==> src/inc/vspp_map.svh <==
// Constants for the video stream pixel pipeline.
`ifndef VSPP_MAP_SVH
`define VSPP_MAP_SVH
`define VSPP_ROW_COUNT_OFS   8'h14
`define VSPP_COL_COUNT_OFS   8'h1C
`define VSPP_MAX_DIM         11'h7FF
`define VSPP_DIM_W           11
`define VSPP_CHAN_W          8
`define VSPP_PIX_W           24
`define VSPP_FRAC_W          8
`define VSPP_SCALE_ONE       16'h0100
`define VSPP_SCALE_RST       16'h0200
`define VSPP_OFFSET_RST      16'h0000
`define VSPP_USER_SOF_BIT    0
`endif

==> src/inc/vspp_pkg.sv <==
// Types shared by the video stream pixel pipeline.
package vspp_pkg;
	typedef enum logic [1:0] {
		VSPP_IN_SEEK,
		VSPP_IN_PASS,
		VSPP_IN_PAD,
		VSPP_IN_DROP
	} vspp_in_state_t;
	typedef logic [10:0] vspp_dim_t;
	typedef logic [23:0] vspp_pix_t;
endpackage

==> src/verilog/vspp_pipeline.sv <==
// Stream converters, linear scaler and duplicator joined in one pipeline.
`timescale 1ns/1ps
`include "vspp_map.svh"
module vspp_pipeline (
	input  wire logic        clk,
	input  wire logic        reset,
	input  wire logic [10:0] row_count,
	input  wire logic [10:0] column_count,
	input  wire logic [15:0] scale_factor,
	input  wire logic [15:0] scale_offset,
	input  wire logic [23:0] s_axis_tdata,
	input  wire logic        s_axis_tvalid,
	output logic             s_axis_tready,
	input  wire logic        s_axis_tlast,
	input  wire logic        s_axis_tuser,
	output logic      [23:0] m0_axis_tdata,
	output logic             m0_axis_tvalid,
	input  wire logic        m0_axis_tready,
	output logic             m0_axis_tlast,
	output logic             m0_axis_tuser,
	output logic      [23:0] m1_axis_tdata,
	output logic             m1_axis_tvalid,
	input  wire logic        m1_axis_tready,
	output logic             m1_axis_tlast,
	output logic             m1_axis_tuser,
	output logic             frame_done
);
	// Sizes are sampled from the ports and must stay still mid-frame.
	// Only clock, reset, stream, size, scale and frame_done ports exist; frame stores live outside.
	// The pipeline has four parts. The input converter turns packets into
	// a raster of exactly the configured size, the scaler works on each
	// byte channel on its own, and the output converter marks lines and
	// frames again from its own counters before the duplicator hands one
	// copy to each consumer.
	// The output registers hold one pixel for both copies together, so a
	// slow consumer on either copy holds back the whole pipeline; this keeps
	// the two copies in step at the cost of some throughput.
	// Sizes above the build-time maximum are clamped rather than refused,
	// because the block has no way to report an error to software.
	vspp_pkg::vspp_in_state_t state_q;
	vspp_pkg::vspp_in_state_t state_d;
	logic [10:0] in_col_q;
	logic [10:0] in_row_q;
	logic [10:0] rows_eff;
	logic [10:0] cols_eff;
	logic        col_end;
	logic        row_end;
	logic        in_fire;
	logic        emit;
	logic        emit_sof;
	logic [23:0] emit_pix;
	logic        take_ok;
	logic [23:0] scaled_pix;
	logic        o_free;
	logic        s_axis_tready_q;
	logic        first_q;
	logic [10:0] out_col_q;
	logic [10:0] out_row_q;
	logic        out_col_end;
	logic        out_row_end;
	logic        out_last;
	logic        out_sof;
	logic        frame_done_q;
	logic        seek_hit;
	logic        pass_st;
	logic        pad_st;
	logic        m0_next_v;
	logic        m1_next_v;
	logic        out_idle_next;
	logic        accept_st;
	logic        drop_st;

	// Runtime size is clamped to the build-time maximum.
	assign rows_eff = (row_count > `VSPP_MAX_DIM) ? `VSPP_MAX_DIM :
		row_count;
	assign cols_eff = (column_count > `VSPP_MAX_DIM) ? `VSPP_MAX_DIM :
		column_count;
	assign col_end = (in_col_q == cols_eff - 11'h001);
	assign row_end = (in_row_q == rows_eff - 11'h001);

	// Output stage can take a pixel when both copies are free or leaving.
	assign o_free = (!m0_axis_tvalid | m0_axis_tready) &
		(!m1_axis_tvalid | m1_axis_tready);
	assign take_ok = o_free;
	assign in_fire = s_axis_tvalid & s_axis_tready_q;

	// Input converter: a pixel reaches the scaler only from the pass, seek
	// or pad states, so every frame handed on is rows times columns.
	// Pass and seek consume a pixel from the slave port and therefore emit
	// only on a real handshake; pad invents its pixel and needs only room
	// in the output stage.
	assign seek_hit = (state_q == vspp_pkg::VSPP_IN_SEEK) & s_axis_tuser;
	assign pass_st = (state_q == vspp_pkg::VSPP_IN_PASS);
	assign pad_st = (state_q == vspp_pkg::VSPP_IN_PAD);
	assign emit = take_ok & ((in_fire & (pass_st | seek_hit)) | pad_st);
	// Padding uses black so that a short line never shows stale data.
	assign emit_pix = pad_st ? 24'h000000 : s_axis_tdata;
	assign emit_sof = (in_row_q == 11'h000) & (in_col_q == 11'h000);

	always_comb begin
		state_d = state_q;
		case (state_q)
		vspp_pkg::VSPP_IN_SEEK: begin
			// Everything before a frame start is thrown away.
			if (emit) begin
				if (col_end & s_axis_tlast)
					state_d = row_end ? vspp_pkg::VSPP_IN_SEEK :
						vspp_pkg::VSPP_IN_PASS;
				else if (col_end)
					state_d = vspp_pkg::VSPP_IN_DROP;
				else if (s_axis_tlast)
					state_d = vspp_pkg::VSPP_IN_PAD;
				else
					state_d = vspp_pkg::VSPP_IN_PASS;
			end
		end
		vspp_pkg::VSPP_IN_PASS: begin
			if (emit & col_end & !s_axis_tlast)
				state_d = vspp_pkg::VSPP_IN_DROP;
			else if (emit & !col_end & s_axis_tlast)
				state_d = vspp_pkg::VSPP_IN_PAD;
			else if (emit & col_end & row_end)
				state_d = vspp_pkg::VSPP_IN_SEEK;
		end
		vspp_pkg::VSPP_IN_PAD: begin
			if (emit & col_end)
				state_d = row_end ? vspp_pkg::VSPP_IN_SEEK :
					vspp_pkg::VSPP_IN_PASS;
		end
		vspp_pkg::VSPP_IN_DROP: begin
			if (in_fire & s_axis_tlast)
				state_d = first_q ? vspp_pkg::VSPP_IN_SEEK :
					vspp_pkg::VSPP_IN_PASS;
		end
		default: state_d = vspp_pkg::VSPP_IN_SEEK;
		endcase
	end

	// Drop state leaving at a frame end goes back to hunting for a start.
	always_ff @(posedge clk) begin
		if (reset)
			first_q <= 1'b0;
		else if (emit)
			first_q <= col_end & row_end;
	end

	// The ready flag is a flip-flop, so outside drop state it may only rise when both copies
	// are sure to be empty on the next cycle; a pixel accepted then always
	// finds room. The price is at best one pixel every other cycle, which
	// spares the slave port a skid buffer.
	assign m0_next_v = emit | (m0_axis_tvalid & !m0_axis_tready);
	assign m1_next_v = emit | (m1_axis_tvalid & !m1_axis_tready);
	assign out_idle_next = !m0_next_v & !m1_next_v;
	assign accept_st = (state_d == vspp_pkg::VSPP_IN_SEEK) |
		(state_d == vspp_pkg::VSPP_IN_PASS);
	assign drop_st = (state_d == vspp_pkg::VSPP_IN_DROP);

	// Tready for the slave port follows the next state so pixels in pad
	// state stall upstream and those in drop state are always absorbed.
	always_ff @(posedge clk) begin
		if (reset)
			s_axis_tready_q <= 1'b0;
		else
			s_axis_tready_q <= drop_st | (accept_st & out_idle_next);
	end
	assign s_axis_tready = s_axis_tready_q;

	always_ff @(posedge clk) begin
		if (reset)
			state_q <= vspp_pkg::VSPP_IN_SEEK;
		else
			state_q <= state_d;
	end

	// Raster position of the next pixel handed downstream.
	always_ff @(posedge clk) begin
		if (reset) begin
			in_col_q <= 11'h000;
			in_row_q <= 11'h000;
		end else if (emit) begin
			in_col_q <= col_end ? 11'h000 : in_col_q + 11'h001;
			if (col_end)
				in_row_q <= row_end ? 11'h000 : in_row_q + 11'h001;
		end
	end

	// Scaler on each of three byte channels, same size in and out.
	genvar ch;
	generate
		for (ch = 0; ch < 3; ch = ch + 1) begin : g_chan
			vspp_chan_scale u_scale (
				.chan_in  (emit_pix[ch*8 +: 8]),
				.factor   (scale_factor),
				.offset   (scale_offset),
				.chan_out (scaled_pix[ch*8 +: 8])
			);
		end
	endgenerate

	// Output converter recounts position from configured size.
	assign out_col_end = (out_col_q == cols_eff - 11'h001);
	assign out_row_end = (out_row_q == rows_eff - 11'h001);
	assign out_last = out_col_end;
	assign out_sof = (out_col_q == 11'h000) & (out_row_q == 11'h000);

	always_ff @(posedge clk) begin
		if (reset) begin
			out_col_q <= 11'h000;
			out_row_q <= 11'h000;
		end else if (emit) begin
			out_col_q <= out_col_end ? 11'h000 : out_col_q + 11'h001;
			if (out_col_end)
				out_row_q <= out_row_end ? 11'h000 : out_row_q + 11'h001;
		end
	end

	// Duplicator: each copy holds its pixel until its own consumer takes it.
	always_ff @(posedge clk) begin
		if (reset) begin
			m0_axis_tvalid <= 1'b0;
			m0_axis_tdata  <= 24'h000000;
			m0_axis_tlast  <= 1'b0;
			m0_axis_tuser  <= 1'b0;
		end else if (emit) begin
			m0_axis_tvalid <= 1'b1;
			m0_axis_tdata  <= scaled_pix;
			m0_axis_tlast  <= out_last;
			m0_axis_tuser  <= out_sof;
		end else if (m0_axis_tready) begin
			m0_axis_tvalid <= 1'b0;
		end
	end

	always_ff @(posedge clk) begin
		if (reset) begin
			m1_axis_tvalid <= 1'b0;
			m1_axis_tdata  <= 24'h000000;
			m1_axis_tlast  <= 1'b0;
			m1_axis_tuser  <= 1'b0;
		end else if (emit) begin
			m1_axis_tvalid <= 1'b1;
			m1_axis_tdata  <= scaled_pix;
			m1_axis_tlast  <= out_last;
			m1_axis_tuser  <= out_sof;
		end else if (m1_axis_tready) begin
			m1_axis_tvalid <= 1'b0;
		end
	end

	// One-cycle pulse when the last pixel of a frame is emitted.
	// It marks the hand-over into the output registers, not the moment a
	// consumer takes the pixel, so it may lead the final transfer.
	always_ff @(posedge clk) begin
		if (reset)
			frame_done_q <= 1'b0;
		else
			frame_done_q <= emit & out_col_end & out_row_end;
	end
	assign frame_done = frame_done_q;

	// Unused in logic; no verification module reads emit_sof either.
	logic unused_sof;
	assign unused_sof = emit_sof;
endmodule

==> src/verilog/vspp_chan_scale.sv <==
// One channel of the linear pixel scaler.
`timescale 1ns/1ps
`include "vspp_map.svh"
module vspp_chan_scale (
	input  wire logic [7:0]  chan_in,
	input  wire logic [15:0] factor,
	input  wire logic [15:0] offset,
	output logic      [7:0]  chan_out
);
	// Factor is unsigned 8.8, offset signed 8.8; result saturates to 0..255.
	logic        [23:0] product;
	logic signed [25:0] sum;
	assign product = chan_in * factor;
	assign sum = $signed({2'b00, product}) +
		$signed({{10{offset[15]}}, offset});
	assign chan_out = sum[25] ? 8'h00 :
		(|sum[24:16]) ? 8'hFF : sum[15:8];
endmodule

==> config.mk <==
export PLATFORM = sky130hd
export DESIGN_NAME = vspp_pipeline
export DESIGN_NICKNAME = d
export VERILOG_FILES = /design/src/inc/vspp_pkg.sv /design/src/verilog/vspp_pipeline.sv /design/src/verilog/vspp_chan_scale.sv
export VERILOG_INCLUDE_DIRS = /design/src /design/src/inc
export SDC_FILE = /design/constraint.sdc
export NUM_CORES = 1
export LEC_CHECK = 0
export ABC_AREA = 1
export BUFFER_PORTS_ARGS = -buffer_cell sky130_fd_sc_hd__buf_2
export CAP_MARGIN = 20
export CORE_MARGIN = 3
export CORE_UTILIZATION = 55
export DETAILED_ROUTE_END_ITERATION = 12
export GPL_ROUTABILITY_DRIVEN = 1
export PLACE_DENSITY = 0.73
export SLEW_MARGIN = 0
export SYNTH_ARGS = -nofsm -noshare
export SYNTH_HDL_FRONTEND = slang
export SYNTH_SLANG_ARGS = --single-unit
==> constraint.sdc <==
create_clock -name clk -period 8.2 [get_ports clk]
set_input_delay 0.82 -clock clk [delete_from_list [all_inputs] [get_ports clk]]
set_output_delay 0.82 -clock clk [all_outputs]
set_load 0.01 [all_outputs]
**After elaboration in Yosys (flattened, before gate mapping)**

Cells that the tools add are included.

- Bits in registers: 77

- Add/sub/neg operators: 9
- Multiply operators: 3
- Magnitude comparators: 2
- Equality and inequality tests: 9
- Mux-type cells: 29
- Bitwise gates (word level): 28
- Reduce and logical (&&, ||, !) cells: 19

Operator list:

| operator | count |
|---|---|
| $add A25 B16 Y26 | 3 |
| $mul A8 B16 Y24 | 3 |
| $mux W11 | 6 |
| $mux W8 | 6 |
| $add A11 B1 Y11 const B | 4 |
| $eq A11 B11 Y1 | 4 |
| $reduce_or A9 Y1 | 3 |
| $mux W24 | 1 |
| $gt A11 B11 Y1 const B | 2 |
| $logic_not A11 Y1 | 2 |
| $sub A11 B1 Y11 const B | 2 |
| $and A1 B1 Y1 | 20 |
| $mux W2 | 9 |
| $logic_not A1 Y1 | 8 |
| $or A1 B1 Y1 | 8 |
| $pmux W2 S4 | 1 |
| $eq A2 B2 Y1 const B | 3 |
| $mux W1 | 6 |
| $eq A2 B1 Y1 const B | 2 |
| $logic_not A2 Y1 | 2 |
| $reduce_and A2 Y1 | 2 |
| $reduce_bool A2 Y1 | 2 |

**Longest topological paths before layout**

Gate-level depths: netlist of the first run.

- Depth in word-level cells: 16
- Mapped depth: 45
- Mapped depth without buffers: 42

**Modules after synthesis**

Synthesis of the first run repeated with hierarchy kept, for this count alone.

- Cells, all modules: 3691
- Area, all modules: 23259.8 sq um

Modules (own cells, without submodules):

| module | times used | cells an instance | area each (sq um) | sequential area each (sq um) |
|---|---|---|---|---|
| vspp_chan_scale at g_chan[0].u_scale | 1 | 973 | 6072.1 | 0.0 |
| vspp_chan_scale at g_chan[2].u_scale | 1 | 957 | 5982.0 | 0.0 |
| vspp_chan_scale at g_chan[1].u_scale | 1 | 932 | 5962.0 | 0.0 |
| vspp_pipeline | 1 | 829 | 5243.8 | 1541.5 |

**Worst setup path before layout of the first run**

Ideal clock, no wire load.

- Kind: register to register
- Start: reg state_q[0]
- End: reg m1_axis_tdata[23]
- Setup time: 0.132 ns
- Arrival time: 6.850 ns
- Setup slack: 1.218 ns
- Stages on the path, launching flop included: 34
- Cell sequence: dfxtp_1 inv_2 nand2_4 clkbuf_1 buf_1 nand2_1 clkbuf_1 nor2_1 fa_1 fa_1 fa_1 fa_1 ha_1 a21oi_1 o21ai_1 nor2_1 o21ai_1 a21boi_0 o21ai_1 a21boi_0 o21ai_1 xor2_1 ha_1 clkbuf_1 a21o_1 o21bai_1 nor2_1 o21a_1 nand2_1 a21oi_1 xor2_2 nand3_1 nand2_1 a21oi_1

- Word-level cells in the longest chain between the ends: 7

RTL lines:

| what | line | RTL |
|---|---|---|
| start, declared | vspp_pipeline.sv:40 | `vspp_pkg::vspp_in_state_t state_q;` |
| start signal, assigned | vspp_pipeline.sv:170 | `state_q <= vspp_pkg::VSPP_IN_SEEK;` |
| start signal, assigned | vspp_pipeline.sv:172 | `state_q <= state_d;` |
| $eq A2 B2 Y1 | vspp_pipeline.sv:94 | `assign pad_st = (state_q == vspp_pkg::VSPP_IN_PAD);` |
| $mux W24 | vspp_pipeline.sv:97 | `assign emit_pix = pad_st ? 24'h000000 : s_axis_tdata;` |
| $mul A8 B16 Y24 | vspp_chan_scale.sv:13 | `assign product = chan_in * factor;` |
| $add A25 B16 Y26 | vspp_chan_scale.sv:14 | `assign sum = $signed({2'b00, product}) +` |
| $reduce_or A9 Y1 | vspp_chan_scale.sv:17 | `(\|sum[24:16]) ? 8'hFF : sum[15:8];` |
| $mux W8 | vspp_chan_scale.sv:17 |  |
| $mux W8 | vspp_chan_scale.sv:16 | `assign chan_out = sum[25] ? 8'h00 :` |
| end signal, assigned | vspp_pipeline.sv:242 | `m1_axis_tdata <= scaled_pix;` |
| end, declared | vspp_pipeline.sv:21 | `output logic [23:0] m1_axis_tdata,` |

Several ways; a longest one is shown, not always the timed one.
A chain may end at the register's enable or synchronous reset.

**Worst setup path in the final report of the first run**

- Start: reg state_q[1]
- End: reg m1_axis_tdata[4]

The elaborated chain is that of the path after synthesis.

==> results of run 1 <==
flip-flops by register name (all words and copies together) (netlist names):
register and count:
m1_axis_tdata 24, in_col_q 11, in_row_q 11, out_col_q 11, out_row_q 11, state_q 2
first_q 1, frame_done 1, m0_axis_tvalid 1, m1_axis_tlast 1, m1_axis_tuser 1, m1_axis_tvalid 1
s_axis_tready 1
how the worst min path moves through the flow:
| stage | slack [ps] | end | depth (start not counted) | from |
|---|---|---|---|---|
| finish | 480 | m1_axis_tlast$_SDFFE_PP0P_ | 2 | m1_axis_tlast$_SDFFE_PP0P_ |
| global route | 490 | first_q$_SDFFE_PP0P_ | 2 | first_q$_SDFFE_PP0P_ |
| CTS | 470 | first_q$_SDFFE_PP0P_ | 2 | first_q$_SDFFE_PP0P_ |
| detailed placement | 470 | first_q$_SDFFE_PP0P_ | 2 | first_q$_SDFFE_PP0P_ |
| global placement | 450 | first_q$_SDFFE_PP0P_ | 2 | first_q$_SDFFE_PP0P_ |
| floorplan | 450 | first_q$_SDFFE_PP0P_ | 2 | first_q$_SDFFE_PP0P_ |
final cells by class:
| cell class | instances | share of cell area |
|---|---|---|
| clock buffers | 11 | 0.0109 |
| clock inverters | 5 | 0.00269 |
| inverters | 528 | 0.0889 |
| multi-input cells | 2371 | 0.755 |
| flip-flops and latches | 77 | 0.0691 |
| well taps | 504 | 0.0283 |
| repair buffers | 180 | 0.0449 |
cells in the mapped netlist (2+ instances only):
cell | n | area [um^2]
a21boi_0 | 9 | 67.6
clkinv_1 | 4 | 15.0
nor2_4 | 6 | 67.6
dfxtp_1 | 77 | 1540
nor2_2 | 8 | 50.1
o21a_1 | 4 | 30.0
nand2_1 | 601 | 2260
buf_4 | 26 | 195
a21o_1 | 21 | 158
a31oi_1 | 5 | 31.3
nor3b_1 | 7 | 52.6
nand3_2 | 5 | 50.1
o31ai_1 | 3 | 22.5
nand2_4 | 3 | 33.8
buf_2 | 2 | 10.0
o211ai_1 | 6 | 45.0
o21ai_0 | 74 | 370
xor2_1 | 90 | 788
a21oi_1 | 198 | 991
a211oi_1 | 6 | 45.0
buf_1 | 6 | 22.5
a21boi_1 | 3 | 22.5
nor4_1 | 11 | 68.8
nand3_1 | 160 | 801
inv_1 | 516 | 1940
o21ai_2 | 2 | 17.5
fa_1 | 252 | 5040
clkbuf_1 | 65 | 244
nand3b_1 | 13 | 97.6
o21bai_1 | 13 | 97.6
nor3_1 | 36 | 180
nor3_2 | 2 | 20.0
a2111oi_0 | 2 | 17.5
nand4_1 | 37 | 231
xnor2_1 | 43 | 377
nand2_2 | 8 | 50.1
inv_2 | 7 | 26.3
ha_1 | 212 | 2650
nor2_1 | 507 | 1900
o21ai_1 | 14 | 70.1
kinds of logic after synthesis:
logic type / count (synthesis)
xor+xnor: 134
fa+ha+maj: 464
compound gates: 364
simple gates: 1409
flops: 77
buf+inv: 627
worst reg2reg max path: stages, from the launching register on:
cell and delay, ps:
dfxtp_1 540, nand2_8 240, nand2_1 610, nor2_1 140
fa_1 590, fa_1 440, fa_1 510, fa_1 420
ha_1 360, nand2_1 80, o21ai_0 160, a21oi_1 90
nor3_1 160, nor2_1 90, o21ai_0 260, nand3_1 110
nand2_1 140, nand2_1 60, o21ai_0 210, xor2_1 200
ha_1 330, a21oi_1 240, nor2_1 60, nor4_1 600
a21oi_1 140, nor2_1 400, nand2_1 110, a21oi_1 150
routing by layer:
layer	GRT usage	vias to the layer above	part of all wire
met1	0.413	9415	0.45
met2	0.490	808	0.45
met5	0	-	0.00021
li1	-	9793	-
met3	0.0362	133	0.070
met4	0.0941	2	0.034
timing repair:
action	in CTS	in global routing
endpoints found under the setup margin	0	8
resized for setup	0	5
buffers inserted	0	0
through the flow:
stage | std cells | setup WS, ps | hold WS, ps
CTS | 3676 | 410 | 474
floorplan | 3075 | 1220 | 446
global route | 3676 | 50.9 | 494
global placement | 3660 | 564 | 455
finish | 3676 | 671 | 477
detailed placement | 3660 | 438 | 466
==> qor.csv, run 1 <==
stage;metric;value;unit
outcome;status;finished clean;
logic_synthesis;syn_nets;3624;
timing;fmax;133;MHz
logic_synthesis;synth_top_family_by_area;adder cells;
placed_design;dpl_cell_area;22000;um^2
timing;drv_slew;0;
worst_setup_path;rr_startpoint;state_q[1]$_SDFF_PP0_;
worst_setup_path;rr_worst_depth;27;
finish;layout_common_cells;nand2_1, inv_1, nor2_1, fa_1, ha_1;
logic_synthesis;synth_seq_area_share;0.0740;
routing;vias;20200;
cts;cts_buffers;9;
logic_synthesis;synth-adder-area-share;0.370;
timing;finalSetupViolCount;0;
timing;timing.slew.headroom;0.462;
logic_synthesis;synthSimpleGateAreaFrac;0.285;
worst_setup_path;cp.depth;27;
cts;clockBufferDepth;2;
cts;cts_sinks;77;
logic_synthesis;ys_ff_latch;77;
finish;fin_nets;3716;
finish;layout_commonest_cell;nand2_1;
finish;fill_cells;3640;
cts;clkTransAtPathRegs;60;ps
finish;multi_input_area;16800;um^2
logic_synthesis;syn_avg_cell_area;6.77;um^2
timing;finalClockSkew;4.41;ps
worst_setup_path;crit_buf_inv;0;
logic_synthesis;synthDistinctLibCells;51;
floorplan;core;37000;um^2
worst_setup_path;rr_endpoint;m1_axis_tdata[4]$_SDFFE_PP0P_;
timing;setup_tns;0;ps
placed_design;dp_hpwl;51.1;mm
worst_setup_path;crit_slowest_cell;nor4_1;
logic_synthesis;syn_area;20800;um^2
floorplan;rows;70;
finish;final_area;22300;um^2
grt;grt_pass1_vias;20200;
floorplan;ios;141;
logic_synthesis;yosys_most_used_dff;dfxtp_1;
worst_setup_path;path_common_cell;nand2_1;
logic_synthesis;synth-compound-area-share;0.0971;
logic_synthesis;synth-xor-area-share;0.0567;
worst_setup_path;critPathCaptureType;flip-flop;
cts;cts_hold_buf;0;
worst_setup_path;r2r_slack;670;ps
routing;detail_route.wl_per_cell;16.5;um
finish;drive_gt1_frac;0.0779;
timing;finalHoldViolCount;0;
run;max-cap-violations;0;
placed_design;io_buffers;140;
cts;htreeDepth;3;
timing;period_share;0.918;
logic_synthesis;synthCells;3075;
grt;grt_max_degree;44;
timing;post-route-min-period;7530;ps
routing;drt_pass1_iterations;6;
floorplan;die_x;201;um
routing;routed_wl;60.5;mm
grt;antenna_found_initial;1;
floorplan;die_h;201;um
cts;clock_latency;340;ps
worst_setup_path;critical_path.max_fanout;33;
worst_setup_path;startpoint;state_q[1]$_SDFF_PP0_;
worst_setup_path;cp-endpoint;m1_axis_tdata[4]$_SDFFE_PP0P_;
floorplan;floorplan.initialDensity;0.564;
worst_setup_path;worstPathArrival;7780;ps
routing;drt-initial-drc-count;1446;
routing;postRouteAntennaNets;0;
finish;ff_latch_area;1540;um^2
placed_design;finalWeightedCongestion;0.986;
finish;diodes;0;
timing;worst_pin_slew;807;ps
logic_synthesis;yosys_warnings;0;
routing;vias_per_cell;5.48;
finish;area_growth;7.11;%
worst_setup_path;worstSetupPathType;reg -> reg;
floorplan;die_area;40200;um^2
worst_setup_path;max_stage_delay;600;ps
cts;cts_tree;yes;
routing;drc_errors;0;
worst_setup_path;crit_family;simple AND/OR/NAND/NOR gates;
grt;track_usage;0.298;
grt;grt_pass1_wl;99.8;mm
timing;grt_setup_unrepaired;no;
cts;cts_root_buf;clkbuf_16;
logic_synthesis;synth_edf_count;0;
grt;grt-ovfl-total;0;
min_path;hp-class;reg -> reg;
logic_synthesis;synthArstFlopShare;0;
worst_setup_path;cp-start-kind;flip-flop;
worst_setup_path;required;8450;ps
finish;final_util;0.604;
logic_synthesis;synthMuxAreaShare;0;
Power of run 1 is left out: the tool's default activity adds up to more than one toggle a clock period on the data nets, which glitch-free logic cannot reach.
==> inputs of run 2 (changes only) <==
- PLACE_DENSITY: 0.73 -> 0.71
- clock period: 8.2 -> 9.7 ns (I/O delays scaled with it)
==> qor.csv, run 2 (synthesis gave the netlist of run 1 again) <==
stage;metric;value;unit
timing;grt_setup_unrepaired;no;
finish;area_growth;5.65;%
worst_setup_path;worstSetupPathType;reg -> reg;
worst_setup_path;worstPathArrival;8410;ps
cts;cts_hold_buf;0;
worst_setup_path;cp-start-kind;flip-flop;
timing;holdWs;471;ps
outcome;status;finished clean;
worst_setup_path;rr_startpoint;state_q[0]$_SDFF_PP0_;
placed_design;finalWeightedCongestion;0.952;
grt;grt_pass1_vias;19700;
floorplan;core;37000;um^2
finish;layout_common_cells;nand2_1, inv_1, nor2_1, fa_1, ha_1;
min_path;hp-class;reg -> reg;
timing;drv_slew;0;
worst_setup_path;max_stage_delay;560;ps
timing;finalSetupViolCount;0;
timing;period_share;0.840;
cts;cts_buffers;9;
worst_setup_path;r2r_slack;1560;ps
worst_setup_path;required;9960;ps
timing;timing.slew.headroom;0.345;
cts;post_cts_buffers;0;
floorplan;die_h;201;um
floorplan;die_area;40200;um^2
run;max-cap-violations;0;
timing;setup_tns;0;ps
routing;routed_wl;60.4;mm
routing;vias;19800;
worst_setup_path;crit_slowest_cell;fa_1;
timing;finalHoldViolCount;0;
routing;detail_route.wl_per_cell;16.6;um
cts;cts_resized;0;
cts;cts_tree;yes;
timing;layout_setup_ws;1560;ps
min_path;min_from;first_q$_SDFFE_PP0P_;
routing;vias_per_cell;5.45;
finish;layout_commonest_cell;nand2_1;
placed_design;dp_hpwl;50.1;mm
cts;htreeDepth;3;
floorplan;rows;70;
min_path;min_to;first_q$_SDFFE_PP0P_;
worst_setup_path;critPathCaptureType;flip-flop;
worst_setup_path;path_common_cell;a21oi_1;
placed_design;dp_slack;1670;ps
min_path;hold_path_depth;2;
finish;largest_reg_flops;24;
finish;fin_nets;3679;
finish;drive_gt1_frac;0.0657;
floorplan;die_x;201;um
worst_setup_path;rr_worst_depth;31;
floorplan;floorplan.initialDensity;0.564;
finish;final_cells;3640;
worst_setup_path;rr_endpoint;m1_axis_tdata[22]$_SDFFE_PP0P_;
grt;track_usage;0.297;
cts;clockBufferDepth;2;
grt;grt_max_degree;44;
cts;cts_root_buf;clkbuf_16;
grt;antenna_found_initial;1;
timing;finalClockSkew;8.91;ps
grt;grt-ovfl-total;0;
routing;drc_errors;0;
grt;grt_pass1_wl;98.9;mm
cts;cts_sinks;77;
cts;clock_latency;340;ps
routing;drt_pass1_iterations;5;
timing;post-route-min-period;8140;ps
worst_setup_path;critical_path.max_fanout;33;
placed_design;dp_cells;3623;
routing;drt-initial-drc-count;1608;
routing;postRouteAntennaNets;0;
timing;worst_pin_slew;981;ps
finish;largest_register;m1_axis_tdata;
floorplan;ios;141;
placed_design;io_buffers;140;
timing;fmax;123;MHz
cts;clkTransAtPathRegs;60;ps
-- run 2: cell types whose count changed in the layout (fill, tap and decap cells not counted), sizes merged --
cell and delta:
buf -37, clkinvlp +1, diode +1, clkbuf -1
-- run 2: area by class of cell --
type | count | area (um^2)
flip-flops and latches | 77 | 1540
multi-input cells | 2371 | 16800
well taps | 504 | 631
repair buffers | 143 | 723
clock buffers | 10 | 229
diodes | 1 | 2.50
fillers | 3674 | 15000
inverters | 528 | 1980
clock inverters | 6 | 63.8
-- run 2: worst max-delay path: cells and delay by family, from the launching register on --
family,cells,cell delay (ps)
AOI/OAI and AO/OA,15,2860
and+or+nand+nor,6,1330
xor gates and xnor gates,1,170
buffers and inverters,3,500
adders and majority gates,6,2750
DFF,1,420
-- run 2: stage by stage --
stage,utilization,instance area (um^2)
after floorplan,-,20800
after global placement,0.587,21700
after detailed placement,0.587,21700
after CTS,0.595,22000
after global routing,0.595,22000
final,0.595,22000
-- run 2: how the worst max path moves through the flow --
stage                               start                             end  cells after the start
CTS                 state_q[0]$_SDFF_PP0_  m1_axis_tdata[22]$_SDFFE_PP0P_                     31
floorplan                 scale_factor[3]  m1_axis_tdata[23]$_SDFFE_PP0P_                     31
global route        state_q[0]$_SDFF_PP0_   m1_axis_tdata[5]$_SDFFE_PP0P_                     30
detailed placement        scale_factor[1]   m1_axis_tdata[1]$_SDFFE_PP0P_                     29
finish              state_q[0]$_SDFF_PP0_  m1_axis_tdata[22]$_SDFFE_PP0P_                     31
global placement          scale_factor[2]   m1_axis_tdata[5]$_SDFFE_PP0P_                     29
-- run 2: metal layers --
layer | vias to the layer above | routed length (um) | GRT usage | part of all wire
met5 | - | 13 | 0 | 0.00022
met4 | 2 | 1790 | 0.0886 | 0.030
met2 | 717 | 27200 | 0.489 | 0.45
met3 | 110 | 4000 | 0.0350 | 0.066
met1 | 9289 | 27400 | 0.412 | 0.45
li1 | 9723 | - | - | -
Power of run 2 is left out for the same reason.
